### config.mk
export PLATFORM = sky130hd
export DESIGN_NAME = ifeb_top
export DESIGN_NICKNAME = d
export VERILOG_FILES = /design/src/verilog/ifeb_pkg.sv /design/src/verilog/ifeb_prio.sv /design/src/verilog/ifeb_top.sv
export SDC_FILE = /design/constraint.sdc
export NUM_CORES = 1
export LEC_CHECK = 0
export BUFFER_PORTS_ARGS = -buffer_cell sky130_fd_sc_hd__buf_2
export CORE_ASPECT_RATIO = 1.2
export CORE_UTILIZATION = 57
export CTS_BUF_LIST = sky130_fd_sc_hd__clkbuf_2
export DETAILED_ROUTE_END_ITERATION = 10
export PLACE_DENSITY_LB_ADDON = 0.1
export SLEW_MARGIN = 10
export SYNTH_ARGS = -nofsm -noshare
export SYNTH_HDL_FRONTEND = slang
export SYNTH_SLANG_ARGS = --single-unit
### constraint.sdc
create_clock -name pclk -period 5 [get_ports pclk]
set_input_delay 0.25 -clock pclk [delete_from_list [all_inputs] [get_ports pclk]]
set_output_delay 0.25 -clock pclk [all_outputs]
set_load 0.02 [all_outputs]
### src/verilog/ifeb_pkg.sv
// Package for the interrupt flag and enable bank.
// Assumes an APB slave on a single 40 MHz clock, registers in the low byte.
package ifeb_pkg;

  // Bus geometry
  localparam int ADDR_W = 8;
  localparam int DATA_W = 32;

  // Register byte addresses
  localparam logic [7:0] ADDR_EDGE_SEL = 8'h00;
  localparam logic [7:0] ADDR_CTRL0 = 8'h04;
  localparam logic [7:0] ADDR_CTRL1 = 8'h08;
  localparam logic [7:0] ADDR_CTRL2 = 8'h0C;
  localparam logic [7:0] ADDR_TCMP = 8'h10;
  localparam logic [7:0] ADDR_EVT_STATUS = 8'h14;
  localparam logic [7:0] ADDR_EVT_MASK = 8'h18;

  // Reset value of every register
  localparam logic [7:0] REG_RESET = 8'h00;
  localparam logic [31:0] RDATA_ZERO = 32'h0000_0000;

  // Source index, lower index wins arbitration
  localparam logic [2:0] SRC_EXT = 3'h0;
  localparam logic [2:0] SRC_MULTI = 3'h1;
  localparam logic [2:0] SRC_TICK0 = 3'h2;
  localparam logic [2:0] SRC_TICK1 = 3'h3;
  localparam logic [2:0] SRC_CONV = 3'h4;
  localparam logic [2:0] SRC_NVM = 3'h5;
  localparam logic [2:0] SRC_SERIAL = 3'h6;
  localparam logic [2:0] SRC_ASYNC = 3'h7;

  // Control register 0 fields
  localparam int C0_TICK0_F = 6;
  localparam int C0_MULTI_F = 5;
  localparam int C0_EXT_F = 4;
  localparam int C0_TICK0_E = 3;
  localparam int C0_MULTI_E = 2;
  localparam int C0_EXT_E = 1;
  localparam int C0_GLOBAL_E = 0;

  // Control register 1 fields
  localparam int C1_SERIAL_F = 7;
  localparam int C1_NVM_F = 6;
  localparam int C1_CONV_F = 5;
  localparam int C1_TICK1_F = 4;
  localparam int C1_SERIAL_E = 3;
  localparam int C1_NVM_E = 2;
  localparam int C1_CONV_E = 1;
  localparam int C1_TICK1_E = 0;

  // Control register 2 fields
  localparam int C2_ASYNC_F = 4;
  localparam int C2_ASYNC_E = 0;

  // Timer compare register: flags high nibble, enables low nibble
  localparam int TCMP_F_LSB = 4;
  localparam int TCMP_E_LSB = 0;

  // External pin edge select
  typedef enum logic [1:0] {
    IFEB_EDGE_OFF = 2'b00,
    IFEB_EDGE_RISE = 2'b01,
    IFEB_EDGE_FALL = 2'b10,
    IFEB_EDGE_BOTH = 2'b11
  } ifeb_edge_t;

endpackage

### src/verilog/ifeb_prio.sv
// Fixed priority picker over the eight interrupt sources.
// Assumes lower index is higher priority; purely combinational.
module ifeb_prio (
  input wire logic [7:0] pending,
  output logic valid,
  output logic [2:0] idx
);
  always_comb
  begin
    valid = 1'b0;
    idx = 3'h0;
    for (int i = 7; i >= 0; i--)
    begin
      if (pending[i])
      begin
        valid = 1'b1;
        idx = 3'(i);
      end
    end
  end
endmodule

### src/verilog/ifeb_top.sv
// Interrupt request flag and enable bank with APB register access.
// Assumes all inputs synchronous to pclk; core pulses irq_ack on service.
//
// Contract
// - Two-bit edge select: off, rising, falling, both; upper six bits zero
// - Control 0 holds tick0/multi/pin flags, their enables, global enable
// - Control 1 holds serial, nvm, conversion, tick1 flags and enables
// - Control 2 holds async serial flag bit 4, enable bit 0, rest zero
// - Timer compare register: four flags high, four enables low
// - Flags show pending, enables gate sources, all clear at reset
// - Hardware sets flags on events; software may write flags and enables
// - Disabled flag stays recorded; global enable low blocks irq_req but not irq_out
// - Servicing clears global enable while new requests still record
// - Servicing any source, the pin included, also clears that source's flag
module ifeb_top (
  input wire logic pclk,
  input wire logic presetn,
  input wire logic psel,
  input wire logic penable,
  input wire logic pwrite,
  input wire logic [ifeb_pkg::ADDR_W-1:0] paddr,
  input wire logic [ifeb_pkg::DATA_W-1:0] pwdata,
  output logic [ifeb_pkg::DATA_W-1:0] prdata,
  output logic pready,
  output logic pslverr,
  input wire logic ext_pin,
  input wire logic tick0_evt,
  input wire logic tick1_evt,
  input wire logic conv_done_evt,
  input wire logic nvm_write_evt,
  input wire logic serial_if_evt,
  input wire logic async_serial_evt,
  input wire logic [3:0] tcmp_evt,
  input wire logic irq_ack,
  output logic irq_req,
  output logic [2:0] irq_src,
  output logic irq_out
);
  import ifeb_pkg::*;

  function automatic logic hit(input logic [ADDR_W-1:0] a,
                               input logic [7:0] off);
    return a == off;
  endfunction

  function automatic logic [7:0] onehot8(input logic [2:0] i);
    return 8'h01 << i;
  endfunction

  ifeb_edge_t edge_sel;
  logic global_irq_enable, pin_prev, pin_armed, pin_rise, pin_fall;
  logic ext_edge, multi_set, prio_valid, acc, wr_fire, rd_fire;
  logic ack_fire, addr_ok;
  logic [2:0] prio_idx;
  logic [3:0] tcmp_flag, tcmp_en;
  logic [7:0] flag, en, evt_status, evt_mask, next_evt_status, next_evt_mask;
  logic [7:0] hw_set, sw_we, sw_val, en_val, ack_clr, pending, rd_val;

  // Bus phases
  assign acc = psel & penable & ~pready;
  assign wr_fire = psel & penable & pready & pwrite;
  assign rd_fire = psel & penable & pready & ~pwrite;
  assign ack_fire = irq_ack & irq_req;
  assign addr_ok = hit(paddr, ADDR_EDGE_SEL) | hit(paddr, ADDR_CTRL0) |
                   hit(paddr, ADDR_CTRL1) | hit(paddr, ADDR_CTRL2) |
                   hit(paddr, ADDR_TCMP) | hit(paddr, ADDR_EVT_STATUS) |
                   hit(paddr, ADDR_EVT_MASK);

  // Pin edge detection
  assign pin_rise = pin_armed & ext_pin & ~pin_prev;
  assign pin_fall = pin_armed & ~ext_pin & pin_prev;

  always_comb
  begin
    case (edge_sel)
      IFEB_EDGE_OFF: ext_edge = 1'b0;
      IFEB_EDGE_RISE: ext_edge = pin_rise;
      IFEB_EDGE_FALL: ext_edge = pin_fall;
      IFEB_EDGE_BOTH: ext_edge = pin_rise | pin_fall;
      default: ext_edge = 1'b0;
    endcase
  end

  always_ff @(posedge pclk or negedge presetn)
  begin
    if (!presetn)
    begin
      pin_prev <= 1'b0;
      pin_armed <= 1'b0;
    end
    else
    begin
      pin_prev <= ext_pin;
      pin_armed <= 1'b1;
    end
  end

  // Hardware set sources, bit position is the source index
  assign multi_set = |(tcmp_evt & tcmp_en);
  assign hw_set = {async_serial_evt, serial_if_evt, nvm_write_evt,
    conv_done_evt, tick1_evt, tick0_evt, multi_set, ext_edge};

  // Software write decode for flags and enables
  always_comb
  begin
    sw_we = 8'h00;
    sw_val = 8'h00;
    en_val = 8'h00;
    if (wr_fire && hit(paddr, ADDR_CTRL0))
    begin
      {sw_we[SRC_TICK0], sw_we[SRC_MULTI], sw_we[SRC_EXT]} = 3'h7;
      sw_val[SRC_TICK0] = pwdata[C0_TICK0_F];
      sw_val[SRC_MULTI] = pwdata[C0_MULTI_F];
      sw_val[SRC_EXT] = pwdata[C0_EXT_F];
      en_val[SRC_TICK0] = pwdata[C0_TICK0_E];
      en_val[SRC_MULTI] = pwdata[C0_MULTI_E];
      en_val[SRC_EXT] = pwdata[C0_EXT_E];
    end
    if (wr_fire && hit(paddr, ADDR_CTRL1))
    begin
      {sw_we[SRC_SERIAL], sw_we[SRC_NVM], sw_we[SRC_CONV],
        sw_we[SRC_TICK1]} = 4'hF;
      sw_val[SRC_SERIAL] = pwdata[C1_SERIAL_F];
      sw_val[SRC_NVM] = pwdata[C1_NVM_F];
      sw_val[SRC_CONV] = pwdata[C1_CONV_F];
      sw_val[SRC_TICK1] = pwdata[C1_TICK1_F];
      en_val[SRC_SERIAL] = pwdata[C1_SERIAL_E];
      en_val[SRC_NVM] = pwdata[C1_NVM_E];
      en_val[SRC_CONV] = pwdata[C1_CONV_E];
      en_val[SRC_TICK1] = pwdata[C1_TICK1_E];
    end
    if (wr_fire && hit(paddr, ADDR_CTRL2))
    begin
      sw_we[SRC_ASYNC] = 1'b1;
      sw_val[SRC_ASYNC] = pwdata[C2_ASYNC_F];
      en_val[SRC_ASYNC] = pwdata[C2_ASYNC_E];
    end
  end

  // Serviced source flag clear
  assign ack_clr = ack_fire ? onehot8(irq_src) : 8'h00;

  // Request flags and enables: hardware set wins over any clear
  always_ff @(posedge pclk or negedge presetn)
  begin
    if (!presetn)
    begin
      flag <= REG_RESET;
      en <= REG_RESET;
    end
    else
    begin
      flag <= hw_set | (((sw_we & sw_val) | (~sw_we & flag)) & ~ack_clr);
      en <= (sw_we & en_val) | (~sw_we & en);
    end
  end

  // Global enable, cleared by service
  always_ff @(posedge pclk or negedge presetn)
  begin
    if (!presetn)
      global_irq_enable <= 1'b0;
    else if (ack_fire)
      global_irq_enable <= 1'b0;
    else if (wr_fire && hit(paddr, ADDR_CTRL0))
      global_irq_enable <= pwdata[C0_GLOBAL_E];
  end

  always_ff @(posedge pclk or negedge presetn)
  begin
    if (!presetn)
      edge_sel <= IFEB_EDGE_OFF;
    else if (wr_fire && hit(paddr, ADDR_EDGE_SEL))
      edge_sel <= ifeb_edge_t'(pwdata[1:0]);
  end

  // Timer compare flags and enables
  always_ff @(posedge pclk or negedge presetn)
  begin
    if (!presetn)
    begin
      tcmp_flag <= 4'h0;
      tcmp_en <= 4'h0;
    end
    else if (wr_fire && hit(paddr, ADDR_TCMP))
    begin
      tcmp_flag <= tcmp_evt | pwdata[TCMP_F_LSB +: 4];
      tcmp_en <= pwdata[TCMP_E_LSB +: 4];
    end
    else
      tcmp_flag <= tcmp_evt | tcmp_flag;
  end

  // Sticky event status, read clears, new event wins
  always_comb
  begin
    next_evt_status = evt_status;
    next_evt_mask = evt_mask;
    if (rd_fire && hit(paddr, ADDR_EVT_STATUS))
      next_evt_status = 8'h00;
    if (wr_fire && hit(paddr, ADDR_EVT_MASK))
      next_evt_mask = pwdata[7:0];
    next_evt_status = next_evt_status | hw_set;
  end

  always_ff @(posedge pclk or negedge presetn)
  begin
    if (!presetn)
    begin
      evt_status <= REG_RESET;
      evt_mask <= REG_RESET;
      irq_out <= 1'b0;
    end
    else
    begin
      evt_status <= next_evt_status;
      evt_mask <= next_evt_mask;
      irq_out <= |(next_evt_status & next_evt_mask);
    end
  end

  // Vector request toward the core
  assign pending = flag & en & {8{global_irq_enable}};

  ifeb_prio u_prio (
    .pending(pending),
    .valid(prio_valid),
    .idx(prio_idx)
  );

  always_ff @(posedge pclk or negedge presetn)
  begin
    if (!presetn)
    begin
      irq_req <= 1'b0;
      irq_src <= 3'h0;
    end
    else
    begin
      irq_req <= prio_valid & ~ack_fire;
      irq_src <= prio_idx;
    end
  end

  // Read data mux
  always_comb
  begin
    rd_val = 8'h00;
    case (paddr)
      ADDR_EDGE_SEL: rd_val = {6'h00, edge_sel};
      ADDR_CTRL0: rd_val = {1'b0, flag[SRC_TICK0], flag[SRC_MULTI],
        flag[SRC_EXT], en[SRC_TICK0], en[SRC_MULTI], en[SRC_EXT],
        global_irq_enable};
      ADDR_CTRL1: rd_val = {flag[SRC_SERIAL], flag[SRC_NVM], flag[SRC_CONV],
        flag[SRC_TICK1], en[SRC_SERIAL], en[SRC_NVM], en[SRC_CONV],
        en[SRC_TICK1]};
      ADDR_CTRL2: rd_val = {3'h0, flag[SRC_ASYNC], 3'h0, en[SRC_ASYNC]};
      ADDR_TCMP: rd_val = {tcmp_flag, tcmp_en};
      ADDR_EVT_STATUS: rd_val = evt_status;
      ADDR_EVT_MASK: rd_val = evt_mask;
      default: rd_val = 8'h00;
    endcase
  end

  // APB answer one cycle into the access phase
  always_ff @(posedge pclk or negedge presetn)
  begin
    if (!presetn)
    begin
      pready <= 1'b0;
      pslverr <= 1'b0;
      prdata <= RDATA_ZERO;
    end
    else
    begin
      pready <= acc;
      if (acc)
      begin
        pslverr <= ~addr_ok;
        prdata <= {24'h00_0000, rd_val};
      end
      else
        pslverr <= 1'b0;
    end
  end
endmodule

* Yosys cells after proc, flatten, opt, wreduce, memory -nomap -nowiden *
Index checks and enable logic that the tools add are counted.

word-level totals
  ROM bits = 0
  bits in writable memories = 0
  input bits = 57
  memories = 0
  bits in latches = 0
  word-level logic and storage cells = 113
  register bits after elaboration = 60

operators by class
  div/mod/pow operators = 0
  reduce and logical (&&, ||, !) cells = 12
  shift-type cells = 1
  order comparisons = 0
  muxes and demuxes = 34
  bitwise logic cells = 41
  multiply operators = 0
  equality and inequality tests = 9
  $add $sub $neg = 0

operators with widths
  kind                                                 number
  bitwise AND 8 bit                                    8
  one-hot mux 8 bit (7 select lines)                   1
  2-to-1 mux 3 bit                                     11
  bitwise OR 8 bit                                     4
  equality test 8 x 5 -> 1 bit, second input constant  3
  2-to-1 mux 8 bit                                     3
  equality test 8 x 4 -> 1 bit, second input constant  2
  2-to-1 mux 4 bit                                     4
  inverter 8 bit                                       2
  2-to-1 mux 1 bit                                     14
  bitwise AND 1 bit                                    11
  equality test 8 x 3 -> 1 bit, second input constant  1
  zero test 8 bit                                      1
  bitwise OR 4 bit                                     2
  OR reduction 8 bit                                   1
  << shifter 1 x 3 -> 8 bit, first input constant      1
  logical AND 1 bit                                    7
  bitwise OR 1 bit                                     7
  inverter 1 bit                                       6
  bitwise AND 4 bit                                    1
  equality test 2 bit, second input constant           2
  one-hot mux 1 bit (4 select lines)                   1
  OR reduction 4 bit                                   1
  equality test 2 x 1 -> 1 bit, second input constant  1
  2 further kinds                                      2

* Depth between registers and ports, before layout *
  depth after elaboration = 11
  mapped depth = 7
  gate-level depth less buffers = 5

* By module *
Synthesis repeated with hierarchy kept, for this count alone.

second synthesis, totals
  cells, all modules = 284
  area, all modules = 3096.7 µm²

modules (own cells, without submodules)
  module     cells each  sequential area each (µm²)  times used  area an instance (µm²)
  ifeb_top   271         1501.4                      1           3016.6
  ifeb_prio  13          0.0                         1           80.1

* Worst setup path after synthesis *
No wires, ideal clock.

  path kind = input-to-reg
  start point = input port paddr[3] (netlist bit)
  end point = register irq_out
  data arrival time = 2.505 ns
  slack = 2.356 ns
  stages = 7
  cells stage by stage = buf_2 -> or4b_4 -> or4_4 -> buf_6 -> a21boi_0 -> a2bb2o_4 -> or4_4

between the ends
  word-level cells in the longest chain between the ends = 6
  elaborated cells on any way between the ends = 9
  those cells by class = eq/ne (2); mux (2); bitwise (2); reduce/logical (3)

ends and longest elaborated chain
  what                          line             RTL
  start: declaration            ifeb_top.sv:21   input wire logic [ifeb_pkg::ADDR_W-1:0] paddr,
  equality test 8 x 5 -> 1 bit  ifeb_top.sv:43   return a == off;
  logical AND 1 bit             ifeb_top.sv:199  if (rd_fire && hit(paddr, ADDR_EVT_STATUS))
  2-to-1 mux 8 bit              ifeb_top.sv:199
  bitwise OR 8 bit              ifeb_top.sv:203  next_evt_status = next_evt_status | hw_set;
  bitwise AND 8 bit *           ifeb_top.sv:218  irq_out <= |(next_evt_status & next_evt_mask);
  OR reduction 8 bit *          ifeb_top.sv:218
  end signal: assignment        ifeb_top.sv:218
  end: declaration              ifeb_top.sv:37   output logic irq_out

Mark *: on every way between the ends. The rest lies on a longest branch, timed or not.
A chain may end at the register's enable or synchronous reset.

* Worst setup path in the final report *
  start point = register pready
  end point = register irq_out

between the ends
  elaborated cells on any way between the ends = 10
  those cells by class = mux (2); bitwise (5); reduce/logical (3)

RTL lines
  what                            line             RTL
  start: declaration              ifeb_top.sv:24   output logic pready,
  start signal: assignment        ifeb_top.sv:270  pready <= 1'b0;
  start signal: assignment        ifeb_top.sv:276  pready <= acc;
  bitwise AND 1 bit (2 in a row)  ifeb_top.sv:61   assign wr_fire = psel & penable & pready & pwrite;
  logical AND 1 bit               ifeb_top.sv:201  if (wr_fire && hit(paddr, ADDR_EVT_MASK))
  2-to-1 mux 8 bit                ifeb_top.sv:201
  net next_evt_mask[7]            ifeb_top.sv:56   logic [7:0] flag, en, evt_status, evt_mask, next_evt_status, next_evt_mask;
  bitwise AND 8 bit               ifeb_top.sv:218
  OR reduction 8 bit              ifeb_top.sv:218

The timed path passes the listed nets, and every way through them passes these cells.

==> results.toml <==
[flow_run]
cap_viol_max_count = 0

[floorplan]
start_util = 0.6026
ios = 96
core_area_sq_um = 5010
rows = 28
dieHeight_um = 81.73
die_w_um = 68.44
die-area_sq_um = 5593

[pwr]
leakagePower_nw = 1.747
power_density_nw_per_um2 = 243.3
ir_drop_uv = 186.6

[placed_design]
post-place-ws_ns = 2.228
place.gp.congestion = 0.8934
numPortBuffers = 47
dp_hpwl_um = 5247
dp_cells = 369

[final_layout]
instances_no_fill = 397
layout_commonest_cell = "dfrtp_1"
n_antenna_cell = 0
final_nets = 389
post_route_cells_drive_above_1_share = 0.2789
areaGrowthSynthToFinish_pct = 13.22
final_cell_mix = "dfrtp_1, buf_2, conb_1, nand2_1, mux2_2"

[routing]
route.antenna.remaining_nets = 0
drc = 0
wirelength_um = 7137
num_vias = 2389
vias_per_cell = 6.018
firstDrtPassIters = 5
wl_per_cell_um = 17.98
drt_iter0_drc = 215

[synthesis]
synth.distinct_cells = 43
ys_seq_area_frac = 0.4973
synthCells = 268
syn_area_per_cell_sq_um = 11.27
ys_warn_count = 0
ys_ff_latch = 60
netlist_area_sq_um = 3019

[global_route]
grt_pass1_wl_um = 10810
antenna_found_initial = 0
grt.overflow.total = 0
grt_pass1_vias = 2195
grt_start_max_net_pins = 61
grt_usage = 0.2811

[min_path]
worst_hold_path.num_cells = 2
hold_path_class = "input port to register"

[cts]
hold_buffers = 12
ctsResizeCount = 0
cts_tree = "done"
clk_pin_slew_ns = 0.18
clockRootBuffer = "clkbuf_2"
h-tree-depth = 3
cts_buffers = 9
cts_setup_buffers = 0
cts_max_path_buffers = 2
clock_latency_ns = 0.50
clock-sinks = 60

[timing]
setup_viol = 0
slew_headroom = 0.4511
fin_setup_tns_ns = 0
fin_crit_ns = 2.259
tightestPinTransition_ns = 0.8158
rsz0062_at_grt = "no"
timing.final.crit_share = 0.4519
worst_slack_ns = 2.741
max_freq_mhz = 442.6
skew_ns = 0.03289
timing_hold_violations_final = 0
drv_slew = 0

[setup_path]
setup.worst_path.start_class = "register"
cp.required_ns = 5.38
worstRegToRegCells = 5
crit_arrival_ns = 2.64
worst-setup-path-type = "register to register"
path_max_fanout = 8
cp-end-kind = "register"

[run_status]
status = "complete, no violations"
==> metal layers <==
layer	track usage	routed length, um	vias up
li1	-	-	1084
met1	0.3616	2984	1166
met2	0.4461	3512	115
met3	0.05278	408	24
met4	0.1458	231	0
met5	0	0	-
==> power by group <==
| group | leakage [nW] | internal (mW) | switching (mW) |
|---|---|---|---|
| logic | 0.948 | 0.0265 | 0.0545 |
| registers | 0.745 | 0.493 | 0.00420 |
| clock network | 0.0539 | 0.0659 | 0.187 |
==> layout make-up <==
type	instances	area, sq um
inverters	7	26.28
flip-flops and latches	60	1501
clock buffers	10	50.05
multi-input cells	193	1354
fillers	413	1592
well taps	60	75.07
repair buffers	61	370.4
clock inverters	6	41.29
==> worst paths after layout <==
check	from	end	slack (ns)
max in group asynchronous	presetn	evt_status[5]	4.07
min in group asynchronous	presetn	global_irq_enable	0.40
min reg2reg	prdata[7]	prdata[7]	0.50
max	pready	irq_out	2.74
min	async_serial_evt	flag[7]	0.03
max reg2reg	pready	irq_out	2.74
==> critical path: stages (launching register included) <==
cell      delay [ns]
dfrtp_1         0.40
nand3_1         0.10
or4_4           0.60
mux2_4          0.35
a2bb2o_4        0.20
or4_4           0.52
==> cells in the mapped netlist (all sizes together) <==
cell,count,share of area
mux2,23,0.088
a222oi,6,0.020
a21o,13,0.032
a211o,4,0.012
or4b,3,0.012
inv,7,0.0087
conb,2,0.0025
nand2b,2,0.0041
a211oi,1,0.0025
nor4,3,0.0062
nand2,21,0.026
a221oi,2,0.0058
dfrtp,60,0.50
nand3b,3,0.0075
a21boi,3,0.0075
o21ai,4,0.0066
nor2,13,0.016
nor3,3,0.0050
a2bb2o,1,0.0066
a22o,4,0.012
o21bai,6,0.015
clkbuf,3,0.0037
and4,1,0.0029
a32o,1,0.0033
a32oi,1,0.0029
or4,4,0.014
o2bb2ai,1,0.0029
a31oi,3,0.0062
a21oi,9,0.015
mux2i,11,0.036
or2,1,0.0021
and3,4,0.0083
nand3,4,0.0066
a22oi,8,0.020
buf,28,0.070
nand4,3,0.0062
and3b,2,0.0058
==> through the flow <==
| stage | util | total power [mW] | hold slack (ns) | instance area (sq um) |
|---|---|---|---|---|
| 2_1_floorplan | - | 0.5563 | -0.04559 | 3105 |
| 4_1_cts | 0.6823 | 0.8346 | 0.003532 | 3418 |
| 3_3_place_gp | 0.6401 | 0.5790 | 0.3791 | 3207 |
| 5_1_grt | 0.6823 | 0.8636 | 0.02137 | 3418 |
| 6_report | 0.6823 | 0.8316 | 0.03083 | 3418 |
| 3_5_place_dp | 0.6401 | 0.5801 | 0.3852 | 3207 |
==> cells by family after synthesis <==
logic type / count (synthesis) / share of synthesized area
AO/OA/AOI/OAI: 67 / 0.1695
flip-flops: 60 / 0.4973
other: 2 / 0.002487
buffers and inverters: 38 / 0.08288
AND/OR/NAND/NOR: 67 / 0.1231
multiplexers: 34 / 0.1247
Note: power is estimated with default switching activity, not from simulation.
